[src/verilog/com_map_regs_fix.sv]
// No logic here; the block is the map register module and its sequencer

[src/verilog/com_pkg.sv]
// Constants, types and helpers for the channel one map register block
package com_pkg;

	// Register indices; byte address is four times the index
	localparam logic [7:0]  MAP_INDEX       = 8'h11;
	localparam logic [7:0]  OTHER_EN_INDEX  = 8'h20;
	localparam logic [7:0]  STATUS_INDEX    = 8'h21;
	localparam logic [7:0]  MAP_ADDR        = {MAP_INDEX[5:0], 2'h0};
	localparam logic [7:0]  OTHER_EN_ADDR   = {OTHER_EN_INDEX[5:0], 2'h0};
	localparam logic [7:0]  STATUS_ADDR     = {STATUS_INDEX[5:0], 2'h0};

	// Channel map layout
	localparam int          MAP_W           = 16;
	localparam logic [15:0] MAP_RESET       = 16'h0001;
	localparam logic [15:0] MAP_WRITE_MASK  = 16'hb3ff;
	localparam int          ENABLE_BIT      = 15;
	localparam int          SETUP_LSB       = 12;
	localparam int          SETUP_MSB       = 13;
	localparam int          POS_LSB         = 5;
	localparam int          POS_MSB         = 9;
	localparam int          NEG_LSB         = 0;
	localparam int          NEG_MSB         = 4;

	// Input select codes and route vector positions
	localparam logic [4:0]  CODE_AIN_LAST   = 5'h04;
	localparam logic [4:0]  CODE_REF_POS    = 5'h15;
	localparam logic [4:0]  CODE_REF_NEG    = 5'h16;
	localparam int          ROUTE_W         = 7;
	localparam int          ROUTE_REF_POS   = 5;
	localparam int          ROUTE_REF_NEG   = 6;

	// Sequencer
	localparam int          NUM_CH          = 4;
	localparam logic [1:0]  CH_ONE          = 2'h1;
	localparam int          DWELL_CYCLES    = 16;
	localparam int          STATUS_BUSY_BIT = 8;

	// AXI responses
	localparam logic [1:0]  RESP_OKAY       = 2'h0;
	localparam logic [1:0]  RESP_SLVERR     = 2'h2;

	typedef enum logic [1:0] {
		COM_SEL_NONE,
		COM_SEL_MAP,
		COM_SEL_OTHER,
		COM_SEL_STATUS
	} com_reg_sel_t;

	function automatic com_reg_sel_t com_decode(input logic [7:0] addr);
		com_reg_sel_t sel;
		sel = COM_SEL_NONE;
		if (addr == MAP_ADDR)
			sel = COM_SEL_MAP;
		else if (addr == OTHER_EN_ADDR)
			sel = COM_SEL_OTHER;
		else if (addr == STATUS_ADDR)
			sel = COM_SEL_STATUS;
		return sel;
	endfunction : com_decode

	// Unlisted codes route nothing, so an undefined code never shorts two inputs
	function automatic logic [ROUTE_W-1:0] com_route(input logic [4:0] code);
		logic [ROUTE_W-1:0] hot;
		hot = '0;
		if (code <= CODE_AIN_LAST)
			hot[code[2:0]] = 1'b1;
		else if (code == CODE_REF_POS)
			hot[ROUTE_REF_POS] = 1'b1;
		else if (code == CODE_REF_NEG)
			hot[ROUTE_REF_NEG] = 1'b1;
		return hot;
	endfunction : com_route

endpackage : com_pkg

[src/verilog/com_sequencer.sv]
// Round-robin sequencer over the enabled channels
`timescale 1ns/100ps
module com_sequencer
	import com_pkg::*;
#(
	parameter int N_CH  = NUM_CH,
	parameter int DWELL = DWELL_CYCLES
) (
	input  wire logic            clk_sys_in,
	input  wire logic            srst_in,
	input  wire logic [N_CH-1:0] enable_in,
	output logic      [1:0]      active_out,
	output logic                 busy_out
);

	logic [15:0] dwell_count;
	logic [1:0]  next_channel;
	logic        current_on;
	logic        dwell_done;

	assign current_on = enable_in[active_out];
	assign dwell_done = (dwell_count == 16'(DWELL - 1));

	// First enabled channel after the current one, wrapping around
	always_comb begin
		next_channel = active_out;
		for (int k = N_CH; k >= 1; k--) begin
			if (enable_in[2'(int'(active_out) + k)])
				next_channel = 2'(int'(active_out) + k);
		end
	end

	always_ff @(posedge clk_sys_in) begin
		if (srst_in) begin
			active_out  <= 2'h0;
			busy_out    <= 1'b0;
			dwell_count <= 16'h0000;
		end else begin
			busy_out <= |enable_in;
			if (!current_on || dwell_done) begin
				active_out  <= next_channel;
				dwell_count <= 16'h0000;
			end else begin
				dwell_count <= dwell_count + 16'h0001;
			end
		end
	end

endmodule : com_sequencer

[src/verilog/com_map_regs.sv]
// Channel one map register with AXI4-Lite slave and channel sequencing
//
// Overview of operation
// - Map register at index 0x11, reset 0x0001.
// - Bit 15 enables channel one, reset off.
// - Several enabled channels are sequenced automatically.
// - Bit 14 reserved, reads zero, software writes zero.
// - Bits 13:12 choose setup zero to three.
// - Chosen setup applies its four configuration registers.
// - Bits 11:10 reserved, read zero, write zeros.
// - Bits 9:5 route positive input, reset input zero.
// - Bits 4:0 route negative input, reset input one.
`timescale 1ns/100ps
module com_map_regs
	import com_pkg::*;
#(
	parameter int ADDR_W = 8,
	parameter int DWELL  = DWELL_CYCLES
) (
	input  wire logic              clk_sys_in,
	input  wire logic              srst_in,
	// AXI4-Lite write address
	input  wire logic [ADDR_W-1:0] s_axi_awaddr_in,
	input  wire logic [2:0]        s_axi_awprot_in,
	input  wire logic              s_axi_awvalid_in,
	output logic                   s_axi_awready_out,
	// AXI4-Lite write data
	input  wire logic [31:0]       s_axi_wdata_in,
	input  wire logic [3:0]        s_axi_wstrb_in,
	input  wire logic              s_axi_wvalid_in,
	output logic                   s_axi_wready_out,
	// AXI4-Lite write response
	output logic      [1:0]        s_axi_bresp_out,
	output logic                   s_axi_bvalid_out,
	input  wire logic              s_axi_bready_in,
	// AXI4-Lite read address
	input  wire logic [ADDR_W-1:0] s_axi_araddr_in,
	input  wire logic [2:0]        s_axi_arprot_in,
	input  wire logic              s_axi_arvalid_in,
	output logic                   s_axi_arready_out,
	// AXI4-Lite read data
	output logic      [31:0]       s_axi_rdata_out,
	output logic      [1:0]        s_axi_rresp_out,
	output logic                   s_axi_rvalid_out,
	input  wire logic              s_axi_rready_in,
	// Channel one configuration towards the converter
	output logic                   channel_one_enable_out,
	output logic      [1:0]        channel_one_setup_select_out,
	output logic      [3:0]        channel_one_setup_apply_out,
	output logic      [ROUTE_W-1:0] channel_one_positive_input_out,
	output logic      [ROUTE_W-1:0] channel_one_negative_input_out,
	output logic                   channel_one_selected_out,
	// Sequencer state
	output logic      [1:0]        active_channel_out,
	output logic                   sequencing_out
);

	// Register storage
	logic [MAP_W-1:0]  channel_one_map;
	logic [NUM_CH-1:0] other_enable;

	// Write channel state
	logic              aw_got;
	logic              w_got;
	logic [ADDR_W-1:0] aw_addr;
	logic [31:0]       w_data;
	logic [3:0]        w_strb;

	// Handshakes
	wire               aw_hs;
	wire               w_hs;
	wire               b_hs;
	wire               ar_hs;
	wire               r_hs;
	wire               write_fire;
	wire               next_aw_got;
	wire               next_w_got;

	// Decoding
	wire com_reg_sel_t wr_sel;
	wire com_reg_sel_t rd_sel;
	wire               wr_hit;
	wire               rd_hit;
	wire [15:0]        byte_mask;
	wire [15:0]        map_lanes;
	wire [MAP_W-1:0]   next_channel_one_map;
	wire [NUM_CH-1:0]  next_other_enable;
	wire [NUM_CH-1:0]  all_enable;
	wire [31:0]        map_word;
	wire [31:0]        other_word;
	wire [31:0]        status_word;
	logic [31:0]       read_word;
	logic [31:0]       status_v;
	logic [NUM_CH-1:0] all_enable_v;
	wire [1:0]         next_bresp;
	wire [1:0]         next_rresp;

	// Field views of the map register
	wire               field_enable;
	wire [1:0]         field_setup;
	wire [4:0]         field_pos;
	wire [4:0]         field_neg;

	// Sequencer outputs
	wire [1:0]         seq_active;
	wire               seq_busy;

	// Next values of the converter-side view
	wire               next_enable_view;
	wire [1:0]         next_setup_view;
	wire [3:0]         next_apply_view;
	wire [ROUTE_W-1:0] next_pos_view;
	wire [ROUTE_W-1:0] next_neg_view;
	wire               next_selected_view;

	// Converter-view reset values follow the map reset word
	localparam logic [1:0] RESET_SETUP = MAP_RESET[SETUP_MSB:SETUP_LSB];
	localparam logic [3:0] RESET_APPLY = 4'(4'h1 << RESET_SETUP);

	assign aw_hs = s_axi_awvalid_in && s_axi_awready_out;
	assign w_hs  = s_axi_wvalid_in && s_axi_wready_out;
	assign b_hs  = s_axi_bvalid_out && s_axi_bready_in;
	assign ar_hs = s_axi_arvalid_in && s_axi_arready_out;
	assign r_hs  = s_axi_rvalid_out && s_axi_rready_in;

	// Address and data are held until the response is taken, so each may come first
	assign next_aw_got = (aw_got || aw_hs) && !b_hs;
	assign next_w_got  = (w_got || w_hs) && !b_hs;
	assign write_fire  = aw_got && w_got && !s_axi_bvalid_out;

	assign wr_sel = com_decode(8'(aw_addr));
	assign rd_sel = com_decode(8'(s_axi_araddr_in));
	assign wr_hit = (wr_sel != COM_SEL_NONE);
	assign rd_hit = (rd_sel != COM_SEL_NONE);

	// Unmapped addresses answer with an error rather than silently aliasing
	assign next_bresp = wr_hit ? RESP_OKAY : RESP_SLVERR;
	assign next_rresp = rd_hit ? RESP_OKAY : RESP_SLVERR;

	// Only the two low byte lanes carry the 16-bit map
	assign byte_mask = {{8{w_strb[1]}}, {8{w_strb[0]}}};
	assign map_lanes = byte_mask & MAP_WRITE_MASK;

	assign next_channel_one_map = (channel_one_map & ~map_lanes)
		| (w_data[MAP_W-1:0] & map_lanes);

	// Bit for channel one is a read-only mirror in the other-enable register
	assign next_other_enable = w_strb[0] ? w_data[NUM_CH-1:0] : other_enable;

	assign field_enable = channel_one_map[ENABLE_BIT];
	assign field_setup  = channel_one_map[SETUP_MSB:SETUP_LSB];
	assign field_pos    = channel_one_map[POS_MSB:POS_LSB];
	assign field_neg    = channel_one_map[NEG_MSB:NEG_LSB];

	always_comb begin
		for (int c = 0; c < NUM_CH; c++) begin
			all_enable_v[c] = other_enable[c];
		end
		all_enable_v[CH_ONE] = field_enable;
	end

	assign all_enable = all_enable_v;

	// Status is combinational, so a read sees the sequencer as it stands at the address handshake
	always_comb begin
		status_v                        = 32'h00000000;
		status_v[STATUS_BUSY_BIT]       = seq_busy;
		status_v[$bits(seq_active)-1:0] = seq_active;
	end

	assign map_word    = {16'h0000, channel_one_map & MAP_WRITE_MASK};
	assign other_word  = {{(32 - NUM_CH){1'b0}}, all_enable};
	assign status_word = status_v;

	always_comb begin
		case (rd_sel)
			COM_SEL_MAP: begin
				read_word = map_word;
			end
			COM_SEL_OTHER: begin
				read_word = other_word;
			end
			COM_SEL_STATUS: begin
				read_word = status_word;
			end
			default: begin
				read_word = 32'h00000000;
			end
		endcase
	end

	// Write address and data capture
	always_ff @(posedge clk_sys_in) begin
		if (srst_in) begin
			aw_got            <= 1'b0;
			w_got             <= 1'b0;
			aw_addr           <= '0;
			w_data            <= 32'h00000000;
			w_strb            <= 4'h0;
			s_axi_awready_out <= 1'b0;
			s_axi_wready_out  <= 1'b0;
		end else begin
			aw_got            <= next_aw_got;
			w_got             <= next_w_got;
			s_axi_awready_out <= !next_aw_got;
			s_axi_wready_out  <= !next_w_got;
			if (aw_hs) begin
				aw_addr <= s_axi_awaddr_in;
			end
			if (w_hs) begin
				w_data <= s_axi_wdata_in;
				w_strb <= s_axi_wstrb_in;
			end
		end
	end

	// Write response
	always_ff @(posedge clk_sys_in) begin
		if (srst_in) begin
			s_axi_bvalid_out <= 1'b0;
			s_axi_bresp_out  <= RESP_OKAY;
		end else if (write_fire) begin
			s_axi_bvalid_out <= 1'b1;
			s_axi_bresp_out  <= next_bresp;
		end else if (b_hs) begin
			s_axi_bvalid_out <= 1'b0;
		end
	end

	// Register updates
	always_ff @(posedge clk_sys_in) begin
		if (srst_in) begin
			channel_one_map <= MAP_RESET;
			other_enable    <= '0;
		end else if (write_fire && wr_sel == COM_SEL_MAP) begin
			channel_one_map <= next_channel_one_map;
		end else if (write_fire && wr_sel == COM_SEL_OTHER) begin
			other_enable    <= next_other_enable;
		end
	end

	// Read path: data is captured at the address handshake
	always_ff @(posedge clk_sys_in) begin
		if (srst_in) begin
			s_axi_arready_out <= 1'b0;
			s_axi_rvalid_out  <= 1'b0;
			s_axi_rdata_out   <= 32'h00000000;
			s_axi_rresp_out   <= RESP_OKAY;
		end else if (ar_hs) begin
			s_axi_arready_out <= 1'b0;
			s_axi_rvalid_out  <= 1'b1;
			s_axi_rdata_out   <= read_word;
			s_axi_rresp_out   <= next_rresp;
		end else if (r_hs || !s_axi_rvalid_out) begin
			s_axi_arready_out <= 1'b1;
			s_axi_rvalid_out  <= 1'b0;
		end
	end

	com_sequencer #(
		.N_CH  (NUM_CH),
		.DWELL (DWELL)
	) u_sequencer (
		.clk_sys_in (clk_sys_in),
		.srst_in    (srst_in),
		.enable_in  (all_enable),
		.active_out (seq_active),
		.busy_out   (seq_busy)
	);

	assign active_channel_out = seq_active;
	assign sequencing_out     = seq_busy;

	// Selected needs the sequencer running on channel one, not just the enable bit
	assign next_enable_view   = field_enable;
	assign next_setup_view    = field_setup;
	assign next_apply_view    = 4'(4'h1 << field_setup);
	assign next_pos_view      = com_route(field_pos);
	assign next_neg_view      = com_route(field_neg);
	assign next_selected_view = field_enable && seq_busy
		&& (seq_active == CH_ONE);

	// Converter-side view; one cycle behind the register, which the converter tolerates
	always_ff @(posedge clk_sys_in) begin
		if (srst_in) begin
			channel_one_enable_out         <= MAP_RESET[ENABLE_BIT];
			channel_one_setup_select_out   <= RESET_SETUP;
			channel_one_setup_apply_out    <= RESET_APPLY;
			channel_one_positive_input_out <= com_route(MAP_RESET[POS_MSB:POS_LSB]);
			channel_one_negative_input_out <= com_route(MAP_RESET[NEG_MSB:NEG_LSB]);
			channel_one_selected_out       <= 1'b0;
		end else begin
			channel_one_enable_out         <= next_enable_view;
			channel_one_setup_select_out   <= next_setup_view;
			channel_one_setup_apply_out    <= next_apply_view;
			channel_one_positive_input_out <= next_pos_view;
			channel_one_negative_input_out <= next_neg_view;
			channel_one_selected_out       <= next_selected_view;
		end
	end

endmodule : com_map_regs

[config.mk]
export PLATFORM = sky130hd
export DESIGN_NAME = com_map_regs
export DESIGN_NICKNAME = d
export VERILOG_FILES = /design/src/verilog/com_map_regs_fix.sv /design/src/verilog/com_pkg.sv /design/src/verilog/com_sequencer.sv /design/src/verilog/com_map_regs.sv
export SDC_FILE = /design/constraint.sdc
export NUM_CORES = 1
export LEC_CHECK = 0
export BUFFER_PORTS_ARGS = -buffer_cell sky130_fd_sc_hd__buf_2
export CELL_PAD_IN_SITES_DETAIL_PLACEMENT = 2
export CELL_PAD_IN_SITES_GLOBAL_PLACEMENT = 2
export CORE_MARGIN = 10
export CORE_UTILIZATION = 29
export CTS_BUF_LIST = sky130_fd_sc_hd__clkbuf_8 sky130_fd_sc_hd__clkbuf_16
export DETAILED_ROUTE_END_ITERATION = 8
export MAX_ROUTING_LAYER = met4
export PLACE_DENSITY = 0.88
export SYNTH_ARGS = -nofsm -noshare
export SYNTH_HDL_FRONTEND = slang
export SYNTH_SLANG_ARGS = --single-unit
[constraint.sdc]
create_clock -name clk_sys_in -period 2.6 [get_ports clk_sys_in]
set_input_delay 0.26 -clock clk_sys_in [delete_from_list [all_inputs] [get_ports clk_sys_in]]
set_output_delay 0.26 -clock clk_sys_in [all_outputs]
set_load 0.05 [all_outputs]
; ---- Word-level counts from Yosys, hierarchy flattened
; Index checks and enable logic that the tools add are counted.
[word_totals]
register_bits = 130
inputBits = 65
out_inout_bits = 66
[op_classes]
bitwise = 7
n_reduce_logical = 37
addsub = 5
n_eq_ne = 17
n_shift = 1
order_cmp = 11
muxes = 45
[op_table]
columns = operator, n
row1 = case mux 16 bit (3 select lines), 1
row2 = AND 16 bit, 2
row3 = == test 8 bit (second input constant), 4
row4 = two-way mux 2 bit, 15
row5 = two-way mux 1 bit, 22
row6 = == test 5 bit (second input constant), 4
row7 = adder 16 x 1 -> 16 bit (second input constant), 1
row8 = == test 16 x 4 -> 1 bit (second input constant), 1
row9 = == test 8 x 7 -> 1 bit (second input constant), 2
row10 = less-than comparator 2 x 4 -> 1 bit (second input constant), 4
row11 = inverter 16 bit, 1
row12 = bitwise OR 16 bit, 1
row13 = logical AND 1 bit, 15
row14 = binary-select mux 1 bit (select 2 bit), 5
row15 = less-or-equal comparator 5 x 3 -> 1 bit (second input constant), 2
row16 = less-than comparator 3 x 4 -> 1 bit (second input constant), 2
row17 = nonzero test 2 bit, 4
row18 = OR reduction 2 bit, 4
row19 = demux 1 bit (select 3 bit), 2
row20 = == test 2 x 1 -> 1 bit (second input constant), 3
row21 = == test 2 bit (second input constant), 3
row22 = >= comparator 3 x 1 -> 1 bit (second input constant), 2
row23 = zero test 1 bit, 6
row24 = adder 2 x 1 -> 2 bit (second input constant), 2
row25 = 9 further kinds, 15

; ---- Longest topological paths before layout
; Gate-level depths: netlist of run 1.
[logic_depth]
word_depth = 8
mapped_depth = 7

; ---- By module
; A second synthesis of run 1 with hierarchy kept.
[unflattened]
hier_cells = 471
area_unflattened_um2 = 4256.6
[modules_own_cells]
columns = module, area_each_um2, instances, cells_each
row1 = com_map_regs, 3260.6, 1, 352
row2 = com_sequencer, 996.0, 1, 119

; ---- Worst setup path before layout of run 1
; OpenSTA, ideal clock, no wires.
[synth_timing]
path_type = reg-to-reg
startpoint = register u_sequencer.active_out[1]
endpoint = register u_sequencer.active_out[0]
arrival_time_ns = 2.171
t_required_ns = 2.484
stages_incl_launch_ff = 7
setup_slack_ns = 0.313
path_buffers = 1
setup_time_ns = 0.116
synth_period_minus_slack_ns = 2.287
cell_sequence = dfxtp_1 clkbuf_1 inv_1 ha_1 mux4_2 nand2b_1 a31o_2
[synth_between]
elab_chain_cells = 7
elab_cells_between_ends = 25
cone_classes = 4 x add/sub / 17 x mux / 4 x reduce/logical
[synth_lines]
columns = element, line_no
row1 = start: declaration, com_sequencer.sv:12  ; output logic [1:0] active_out,
row2 = start signal: assignment, com_sequencer.sv:41  ; active_out <= next_channel;
row3 = adder 2 bit, com_sequencer.sv:28  ; if (enable_in[2'(int'(active_out) + k)])
row4 = binary-select mux 1 bit (select 2 bit), com_sequencer.sv:28
row5 = two-way mux 1 bit (implied by the code) (2 in series), com_sequencer.sv:28
row6 = two-way mux 2 bit (3 in series), com_sequencer.sv:28
; Several ways; a longest one is shown, not always the timed one. The select of a mux whose other input is x is not followed.
; A chain may end at the register's enable or synchronous reset.

; ---- Final worst setup path of run 1
; Ends and elaborated chain as after synthesis.

==> flow_metrics.tcl, run 1 <==
set metrics [dict create \
    status "completed" \
    grt_pass1_vias 3897 \
    startpoint_type "register" \
    finalNetCount 581 \
    worst_pin_slew_ns 1.22 \
    grt_max_degree 52 \
    grt_overflow_total 0 \
    h-tree-depth 3 \
    criticalPathCategory "reg -> reg" \
    fin_crit_ns 2.20 \
    die_x_um 138 \
    critPathTopFamily "compound AO/OA/AOI/OAI gates" \
    place.gp.congestion 0.751 \
    start_util_pct 29.4 \
    clkLatencyLatePin_ns 0.35 \
    first_iter_violations 208 \
    rsz0062_at_grt "false" \
    hpwl_um 9280 \
    die_area_um2 19200 \
    vias_per_cell 4.97 \
    cts_setup_buffers 0 \
    p_per_area_nw_per_um2 687 \
    final_core_util_pct 34.9 \
    ios 131 \
    cpMaxStageDelayCell "dfxtp_1" \
    ys_warn_count 0 \
    finalSetupViolations 0 \
    fmax_ghz 0.454 \
    synth-main-ff-cell "dfxtp_1" \
    core-area_um2 13800 \
    clk_pin_slew_worst_paths_ns 0.07 \
    vias 3471 \
    yosysUniqueCellTypes 50 \
    p_leak_nw 1.97 \
    slowest_delay_ns 0.60 \
    cp-end-kind "register" \
    io_buffer_count 82 \
    cp.depth 4 \
    synth_seq_area_share_pct 50.2 \
    crit_chain "mux4_2 -> a211oi_1 -> a21oi_1 -> a31o_2" \
    synthCells 444 \
    crit_path_start "u_sequencer.active_out[1]" \
    hold_depth 3 \
    cts_tree "done" \
    drive_gt1_share_pct 21.8 \
    finalCritPeriodShare_pct 84.7 \
    skew_ns 0.00777 \
    hp-start "s_axi_wdata_in[1]" \
    avgSynthCellArea_um2 9.17 \
    synth_edf_count 0 \
    ir_drop_v 0.000331 \
    async_reset_ff_share_pct 0 \
    maxCapViolations 0 \
    drt_pass1_iterations 4 \
    reg2regPathDepth 4 \
    slew_headroom_pct 18.5 \
    drt_wl_total_um 13300 \
    postCtsHoldBufs 0 \
    grt_usage_pct 14.0 \
    cts-root-buf "clkbuf_16" \
    cp.required_ns 2.84 \
    diodes 0 \
    hp-class "in -> reg" \
    cts_max_path_buffers 2 \
    hold_viol_final 0 \
    critical_path_arrival_ns 2.45 \
    ant_nets 0 \
    finalSetupTns_ns 0 \
    rows 43 \
    slew_viol_final 0 \
    ys_ff_latch 102 \
    drc_errors 0 \
    crit_fanout 12 \
    grt_pass1_wl_um 21500 \
    synthesis.area_um2 4070 \
    cts_buffers 9 \
    ctsResizeCount 0 \
    antenna_found_initial 0 \
    reg2reg_from "u_sequencer.active_out[1]" \
    wire_per_inst_um 19.0 \
    cts_num_sinks 102 \
    worst-path-buf-inv 0 \
    synthToLayoutAreaGrowth_pct 18.7 \
    die_h_um 138 \
    fill_cells 1559 \
]
worst min-delay path: stages:
cell and delay, ns:
buf_2 0.10, nand2_1 0.05, a21oi_1 0.05
cell families after synthesis:
| group | after synthesis | share of synthesized area, % |
|---|---|---|
| adders and majority gates | 2 | 0.615 |
| xor gates and xnor gates | 12 | 2.58 |
| other | 1 | 0.0921 |
| DFF | 102 | 50.2 |
| muxes | 19 | 5.62 |
| buffers and inverters | 50 | 6.55 |
| and+or+nand+nor | 187 | 23.0 |
| AOI/OAI and AO/OA | 71 | 11.4 |
cell type report:
class / instances / area [um2] / share of cell area [%]
clock buffers: 9 / 225 / 4.66
clock inverters: 7 / 57.6 / 1.19
inverters: 5 / 18.8 / 0.388
multi-input cells: 312 / 1840 / 38.0
flip-flops and latches: 102 / 2040 / 42.3
well taps: 180 / 225 / 4.66
repair buffers: 84 / 425 / 8.80
synth_stat cells (2+ instances only):
cell	n	area, um2
buf_4	21	158
clkbuf_1	20	75.1
xor2_1	6	52.6
xnor2_1	6	52.6
buf_1	4	15.0
nand2b_1	9	56.3
a22o_1	13	114
nor3_1	10	50.1
dfxtp_1	102	2040
ha_1	2	25.0
o21ai_0	6	30.0
nor4b_1	2	17.5
nor3b_1	2	15.0
and2_1	2	12.5
nand4_1	4	25.0
a211o_1	2	17.5
and4_1	3	26.3
nand3_1	15	75.1
mux2i_1	15	150
a32oi_1	2	17.5
a21oi_1	35	175
a31o_2	2	17.5
and3_1	4	25.0
nand2_1	54	203
nor2b_1	7	43.8
nor2_1	53	199
a211oi_1	3	22.5
nand3b_1	3	22.5
a32o_1	3	30.0
nor4_1	6	37.5
mux4_2	3	67.6
or3_1	3	18.8
inv_1	5	18.8
metal layers:
layer  part of all wire, %  GRT usage [%]  vias to the layer above  wire, um
li1                      -              -                     1636         -
met1                    43           15.9                     1704      5680
met2                    51           24.2                      106      6820
met3                   3.6           2.26                       25       471
met4                   2.3           5.33                        0       299
met5                     0              -                        -         0
final timing paths:
path,endpoint,slack [ns]
setup / recovery,u_sequencer.active_out[0],0.40
hold / removal,w_data[1],0.15
setup reg to reg,u_sequencer.active_out[0],0.40
hold reg to reg,w_data[13],0.46
where the power goes:
group	internal [mW]	total, mW	switching, mW
Combinational	0.106	0.363	0.256
Clock	0.662	1.31	0.645
Sequential	1.60	1.65	0.0549
metrics by stage:
| step | std cells | instance area [um2] | hold WS (ns) | total power, mW | worst slack, ns |
|---|---|---|---|---|---|
| 2_1_floorplan | 464 | 4150 | 0.364 | 1.97 | 0.313 |
| 3_3_place_gp | 683 | 4550 | 0.436 | 2.02 | 0.581 |
| 3_5_place_dp | 683 | 4550 | 0.455 | 2.05 | 0.437 |
| 4_1_cts | 699 | 4830 | 0.143 | 3.34 | 0.392 |
| 5_1_grt | 699 | 4830 | 0.153 | 3.46 | 0.219 |
| 6_report | 699 | 4830 | 0.150 | 3.32 | 0.397 |
cells in the final DEF (no fill, tap or decap), types with 4 or more instances in the layout:
| cell | netlist | layout |
|---|---|---|
| nand3_1 | 15 | 15 |
| buf_2 | 0 | 82 |
| conb_1 | 1 | 21 |
| nand2_1 | 54 | 54 |
| a22o_1 | 13 | 13 |
| xnor2_1 | 6 | 6 |
| a21oi_1 | 35 | 35 |
| xor2_1 | 6 | 6 |
| dfxtp_1 | 102 | 102 |
| nor4_1 | 6 | 6 |
| o21ai_0 | 6 | 6 |
| mux2i_1 | 15 | 15 |
| nand2b_1 | 9 | 9 |
| nor2_1 | 53 | 53 |
| clkbuf_16 | 0 | 9 |
| nor2b_1 | 7 | 7 |
| nand4_1 | 4 | 4 |
| and3_1 | 4 | 4 |
| inv_1 | 5 | 6 |
| nor3_1 | 10 | 10 |
No activity file was read; power rests on OpenSTA's default activity.
==> run 2: changes to the inputs <==
==> constraint.sdc (replaced) <==
create_clock -name clk_sys_in -period 2.2 [get_ports clk_sys_in]
set_input_delay 0.22 -clock clk_sys_in [delete_from_list [all_inputs] [get_ports clk_sys_in]]
set_output_delay 0.22 -clock clk_sys_in [all_outputs]
set_load 0.05 [all_outputs]
==> flow_metrics.tcl, run 2 (synthesis results as in run 1) <==
set metrics [dict create \
    drt_wl_total_um 13000 \
    worstReg2RegEnd "u_sequencer.active_out[0]" \
    place_ws_ns 0.161 \
    hold_viol_final 0 \
    p_leak_nw 2.01 \
    crit_fanout 5 \
    power_frac_seq_pct 48.5 \
    finalSetupTns_ns 0 \
    fill_cells 1547 \
    dpl.cell_count 688 \
    critPathCapture "u_sequencer.active_out[0]" \
    fin_cells 704 \
    fin_ws_ns 0.181 \
    antenna_found_initial 1 \
    startpoint_type "register" \
    clkLatencyLatePin_ns 0.35 \
    rows 43 \
    worst_pin_slew_ns 0.656 \
    die_x_um 138 \
    fin_crit_ns 2.02 \
    cp-end-kind "register" \
    switchingPower_mw 1.08 \
    clk_pin_slew_worst_paths_ns 0.07 \
    pwr-share-comb_pct 11.0 \
    status "completed" \
    cts-root-buf "clkbuf_16" \
    cts_buffers 9 \
    slew_viol_final 0 \
    mostFrequentLayoutCells "dfxtp_1, buf_2, nor2_1, nand2_1, a21oi_1" \
    die_h_um 138 \
    h-tree-depth 3 \
    ant_nets 0 \
    final_core_util_pct 35.4 \
    cp.required_ns 2.45 \
    first_iter_violations 171 \
    synthToLayoutAreaGrowth_pct 20.3 \
    drive_gt1_share_pct 22.9 \
    postPlaceCellArea_um2 4590 \
    wire_per_inst_um 18.5 \
    rsz0062_at_grt "false" \
    switching_share_pct 26.7 \
    criticalPathCategory "reg -> reg" \
    finalSetupViolations 0 \
    vias 3446 \
    cts_max_path_buffers 2 \
    drt_pass1_iterations 4 \
    final_area_um2 4900 \
    start_util_pct 29.4 \
    grt_pass1_vias 3939 \
    maxCapViolations 0 \
    grt_max_degree 39 \
    critical_path_arrival_ns 2.26 \
    rrSetupSlack_ns 0.18 \
    grt_overflow_total 0 \
    finalCritPeriodShare_pct 91.8 \
    reg2regPathDepth 6 \
    slew_headroom_pct 56.1 \
    hp-class "in -> reg" \
    hpwl_um 9390 \
    die_area_um2 19200 \
    p_per_area_nw_per_um2 823 \
    ios 131 \
    io_buffer_count 82 \
    p_int_mw 2.95 \
    reg2reg_from "u_sequencer.dwell_count[0]" \
    cts_tree "done" \
    core-area_um2 13800 \
    grt_pass1_wl_um 20800 \
    ir_drop_v 0.000288 \
    final_common_cell "dfxtp_1" \
    grt_usage_pct 13.6 \
    crit_path_start "u_sequencer.dwell_count[0]" \
    pwr-share-clk_pct 40.6 \
    drc_errors 0 \
    skew_ns 0.00491 \
    fmax_ghz 0.495 \
    cts_num_sinks 102 \
    vias_per_cell 4.89 \
    finalNetCount 586 \
    place.gp.congestion 0.757 \
]
-- run 2: through the flow --
stage	hold slack, ns	total power, mW
after CTS	0.0987	4.06
after floorplan	0.324	2.33
final	0.104	4.03
after global placement	0.441	2.39
after global routing	0.111	4.18
after detailed placement	0.455	2.42
-- run 2: layer usage --
layer	vias up	track usage, %	share of wire (%)
met4	0	4.88	2.2
li1	1639	-	-
met2	83	23.5	53
met5	-	-	0
met1	1705	14.5	40
met3	19	3.73	4.5
-- run 2: cell type report --
class	count	area, um2	share of cell area, %
Sequential cell	102	2040	41.7
Timing Repair Buffer	89	463	9.45
Inverter	5	18.8	0.383
Clock buffer	11	253	5.16
Multi-Input combinational cell	312	1850	37.7
Clock inverter	4	47.5	0.971
Tap cell	180	225	4.60
Antenna cell	1	2.50	0.0511
-- run 2: repair_timing --
item	in CTS	in global routing
gates resized for setup	0	2
buffers inserted	0	0
endpoints found under the setup margin	0	3
hold buffers	0	0
endpoints found under the hold margin	0	0
-- run 2: how the worst min path moves through the flow --
stage,start,endpoint,cells after the start
final,s_axi_wdata_in[8],w_data[8],3
after global routing,s_axi_wdata_in[9],w_data[9],3
after CTS,s_axi_wdata_in[8],w_data[8],3
after global placement,u_sequencer.dwell_count[0],u_sequencer.dwell_count[0],1
after floorplan,s_axi_bready_in,aw_got,1
after detailed placement,w_data[4],w_data[4],2
-- run 2: critical path, stage by stage (launching register included) --
cell and delay (ns):
dfxtp_1 0.38, ha_1 0.20, and3_1 0.30, nand4_1 0.23, a211oi_2 0.44, a21oi_1 0.14, a31o_2 0.23
-- run 2: power groups by stage --
stage / Sequential [mW] / Clock, mW / Combinational (mW)
floorplan: 2.02 / 0 / 0.309
global placement: 1.99 / 0 / 0.404
detailed placement: 1.99 / 0 / 0.430
CTS: 1.95 / 1.68 / 0.433
global route: 1.96 / 1.74 / 0.478
finish: 1.95 / 1.64 / 0.441
==> run 3: changes to the inputs <==
--- a/config.mk
+++ b/config.mk
@@ -5,15 +5,17 @@
 export SDC_FILE = /design/constraint.sdc
 export NUM_CORES = 1
 export LEC_CHECK = 0
-export BUFFER_PORTS_ARGS = -buffer_cell sky130_fd_sc_hd__buf_2
+export BUFFER_PORTS_ARGS = -buffer_cell sky130_fd_sc_hd__clkbuf_2
 export CELL_PAD_IN_SITES_DETAIL_PLACEMENT = 2
 export CELL_PAD_IN_SITES_GLOBAL_PLACEMENT = 2
 export CORE_MARGIN = 10
-export CORE_UTILIZATION = 29
+export CORE_UTILIZATION = 30
 export CTS_BUF_LIST = sky130_fd_sc_hd__clkbuf_8 sky130_fd_sc_hd__clkbuf_16
 export DETAILED_ROUTE_END_ITERATION = 8
 export MAX_ROUTING_LAYER = met4
-export PLACE_DENSITY = 0.88
+export PLACE_DENSITY = 0.9
+export RECOVER_POWER = 25
 export SYNTH_ARGS = -nofsm -noshare
 export SYNTH_HDL_FRONTEND = slang
+export SYNTH_HIERARCHICAL = 1
 export SYNTH_SLANG_ARGS = --single-unit
==> flow_metrics.tcl, run 3 <==
set metrics [dict create \
    wl_met3_um 355 \
    synthesis.area_um2 4260 \
    slew_headroom_pct 34.8 \
    drt_pass1_iterations 6 \
    rrSetupSlack_ns 0.30 \
    h-tree-depth 3 \
    hp-class "in -> reg" \
    diodes 0 \
    p_leak_nw 1.90 \
    worst_pin_slew_ns 0.979 \
    io_buffer_count 82 \
    fmax_ghz 0.527 \
    synth_edf_count 0 \
    worst-path-buf-inv 0 \
    synth-main-ff-cell "dfxtp_1" \
    grt_pass1_vias 4128 \
    drive_gt1_share_pct 17.7 \
    synthCells 471 \
    avgSynthCellArea_um2 9.04 \
    ir_drop_v 0.000439 \
    synthToLayoutAreaGrowth_pct 18.9 \
    finalSetupTns_ns 0 \
    switching_share_pct 28.0 \
    ant_nets 0 \
    core-area_um2 13900 \
    grt_max_degree 49 \
    first_iter_violations 184 \
    grt_usage_pct 15.0 \
    p_int_mw 2.93 \
    ys_warn_count 6 \
    rows 43 \
    cts-root-buf "clkbuf_16" \
    slew_viol_final 0 \
    clkLatencyLatePin_ns 0.34 \
    met1Wirelength_um 5740 \
    vias 3619 \
    ctsResizeCount 0 \
    cp.required_ns 2.39 \
    drt_wl_total_um 14400 \
    cts_setup_buffers 0 \
    switchingPower_mw 1.14 \
    hold_viol_final 0 \
    start_util_pct 30.7 \
    startpoint_type "register" \
    cts_tree "done" \
    grt_pass1_wl_um 23100 \
    wl_met2_um 7850 \
    yosysUniqueCellTypes 55 \
    pwr-share-clk_pct 40.1 \
    yosys.area.top_type "dfxtp_1" \
    finalSetupViolations 0 \
    mostFrequentLayoutCells "dfxtp_1, nand2_1, clkbuf_2" \
    vias_per_cell 4.92 \
    final_common_cell "dfxtp_1" \
    cp-end-kind "register" \
    wire_per_inst_um 19.5 \
    finalNetCount 616 \
    hold_depth 3 \
    place_ws_ns 0.326 \
    postCtsHoldBufs 0 \
    rsz0062_at_grt "false" \
    cts_buffers 9 \
    criticalPathCategory "reg -> reg" \
    critical_path_arrival_ns 2.09 \
    crit_chain "mux4_2 -> and2_4 -> nand2b_1 -> nor2_1" \
    slowest_delay_ns 0.53 \
    hp-start "s_axi_wdata_in[2]" \
    drc_errors 0 \
    synth_seq_area_share_pct 48.0 \
    status "completed" \
    maxCapViolations 0 \
    cpMaxStageDelayCell "mux4_2" \
    die_area_um2 19400 \
    clk_pin_slew_worst_paths_ns 0.07 \
    die_h_um 139 \
    antenna_found_initial 0 \
    cts_num_sinks 102 \
    ios 131 \
    async_reset_ff_share_pct 0 \
    synth_area_leaders "dfxtp_1, nand2_1, nand2b_1, mux2i_1, a21oi_1" \
    hpwl_um 10200 \
    top_layer_used "met4" \
    finalCritPeriodShare_pct 86.2 \
    synth.most_common_cell "dfxtp_1" \
    synth_common_cells "dfxtp_1, nand2_1, nand2b_1, nor2_1, a21oi_1" \
    skew_ns 0.0102 \
    power_frac_seq_pct 47.8 \
    pwr-share-comb_pct 12.1 \
    p_per_area_nw_per_um2 803 \
    cts_max_path_buffers 2 \
    worstReg2RegEnd "u_sequencer/dwell_count[9]" \
    place.gp.congestion 0.823 \
    crit_fanout 16 \
    ys_ff_latch 102 \
    reg2regPathDepth 4 \
    min_to "w_data[2]" \
    critPathTopFamily "simple AND/OR/NAND/NOR gates" \
    die_x_um 139 \
    grt_overflow_total 0 \
    fin_crit_ns 1.90 \
    fin_ws_ns 0.303 \
    synth_top_cell_area_share_pct 48.0 \
]
==> run 3: changes by cell type after synthesis, sizes merged, moves of 4 or more <==
cell / delta
nand2b: +28
nor2: -17
a22o: -13
nand2: +11
clkbuf: -6
o21ai: +6
buf: +5
inv: +4
or3: -4
==> run 3: cells by family (layout without fill, tap and decap cells) <==
group | after synthesis | after routing | share of synthesized area (%)
compound gates | 66 | 66 | 9.44
other cells | 1 | 21 | 0.0881
fa+ha+maj | 1 | 1 | 0.294
buf+inv | 53 | 117 | 7.03
xor+xnor | 14 | 14 | 2.88
mux | 21 | 21 | 5.32
flops | 102 | 102 | 48.0
simple gates | 213 | 213 | 27.0
==> run 3: how the worst max path moves through the flow <==
stage	start	endpoint	slack (ns)	cells after the start
floorplan	u_sequencer/active_out[0]	u_sequencer/active_out[0]	0.05	4
global placement	u_sequencer/dwell_count[0]	u_sequencer/active_out[0]	0.40	6
detailed placement	register	u_sequencer/dwell_count[9]	0.33	4
CTS	u_sequencer/dwell_count[0]	u_sequencer/dwell_count[9]	0.27	6
global route	u_sequencer/dwell_count[0]	u_sequencer/dwell_count[9]	0.13	6
finish	register	u_sequencer/dwell_count[9]	0.30	4
==> run 3: power groups by stage <==
stage | Combinational, mW | Clock [mW] | Sequential [mW]
after CTS | 0.499 | 1.66 | 1.95
after floorplan | 0.312 | 0 | 2.05
final | 0.494 | 1.63 | 1.94
after global placement | 0.472 | 0 | 1.98
after global routing | 0.538 | 1.75 | 1.95
after detailed placement | 0.491 | 0 | 1.99
==> run 3: tightest hold or removal path, cell delays in order <==
cell and delay, ns:
clkbuf_2 0.08, nand2_1 0.04, a21oi_1 0.05
==> run 3: final cells by class <==
type | instances | area (um2)
Clock buffer | 9 | 225
Clock inverter | 7 | 73.8
Inverter | 9 | 33.8
Fill cell | 1577 | 8820
Multi-Input combinational cell | 336 | 1990
Sequential cell | 102 | 2040
Tap cell | 180 | 225
Timing Repair Buffer | 92 | 470
==> run 3: per-stage QoR <==
stage / power, mW / instances / area (um2) / hold WS (ns) / utilization [%]
2_1_floorplan: 2.37 / 491 / 4330 / 0.289 / -
3_3_place_gp: 2.45 / 719 / 4790 / 0.414 / 34.5
3_5_place_dp: 2.48 / 719 / 4790 / 0.430 / 34.5
4_1_cts: 4.11 / 735 / 5090 / 0.0905 / 36.7
5_1_grt: 4.24 / 735 / 5060 / 0.111 / 36.5
6_report: 4.07 / 735 / 5060 / 0.0963 / 36.5
==> run 3: routing by layer <==
metal  vias to the layer above  GRT usage (%)
met5                         -              -
met4                         0           6.15
met3                        28           2.88
met2                        72           27.4
li1                       1725              -
met1                      1794           15.4
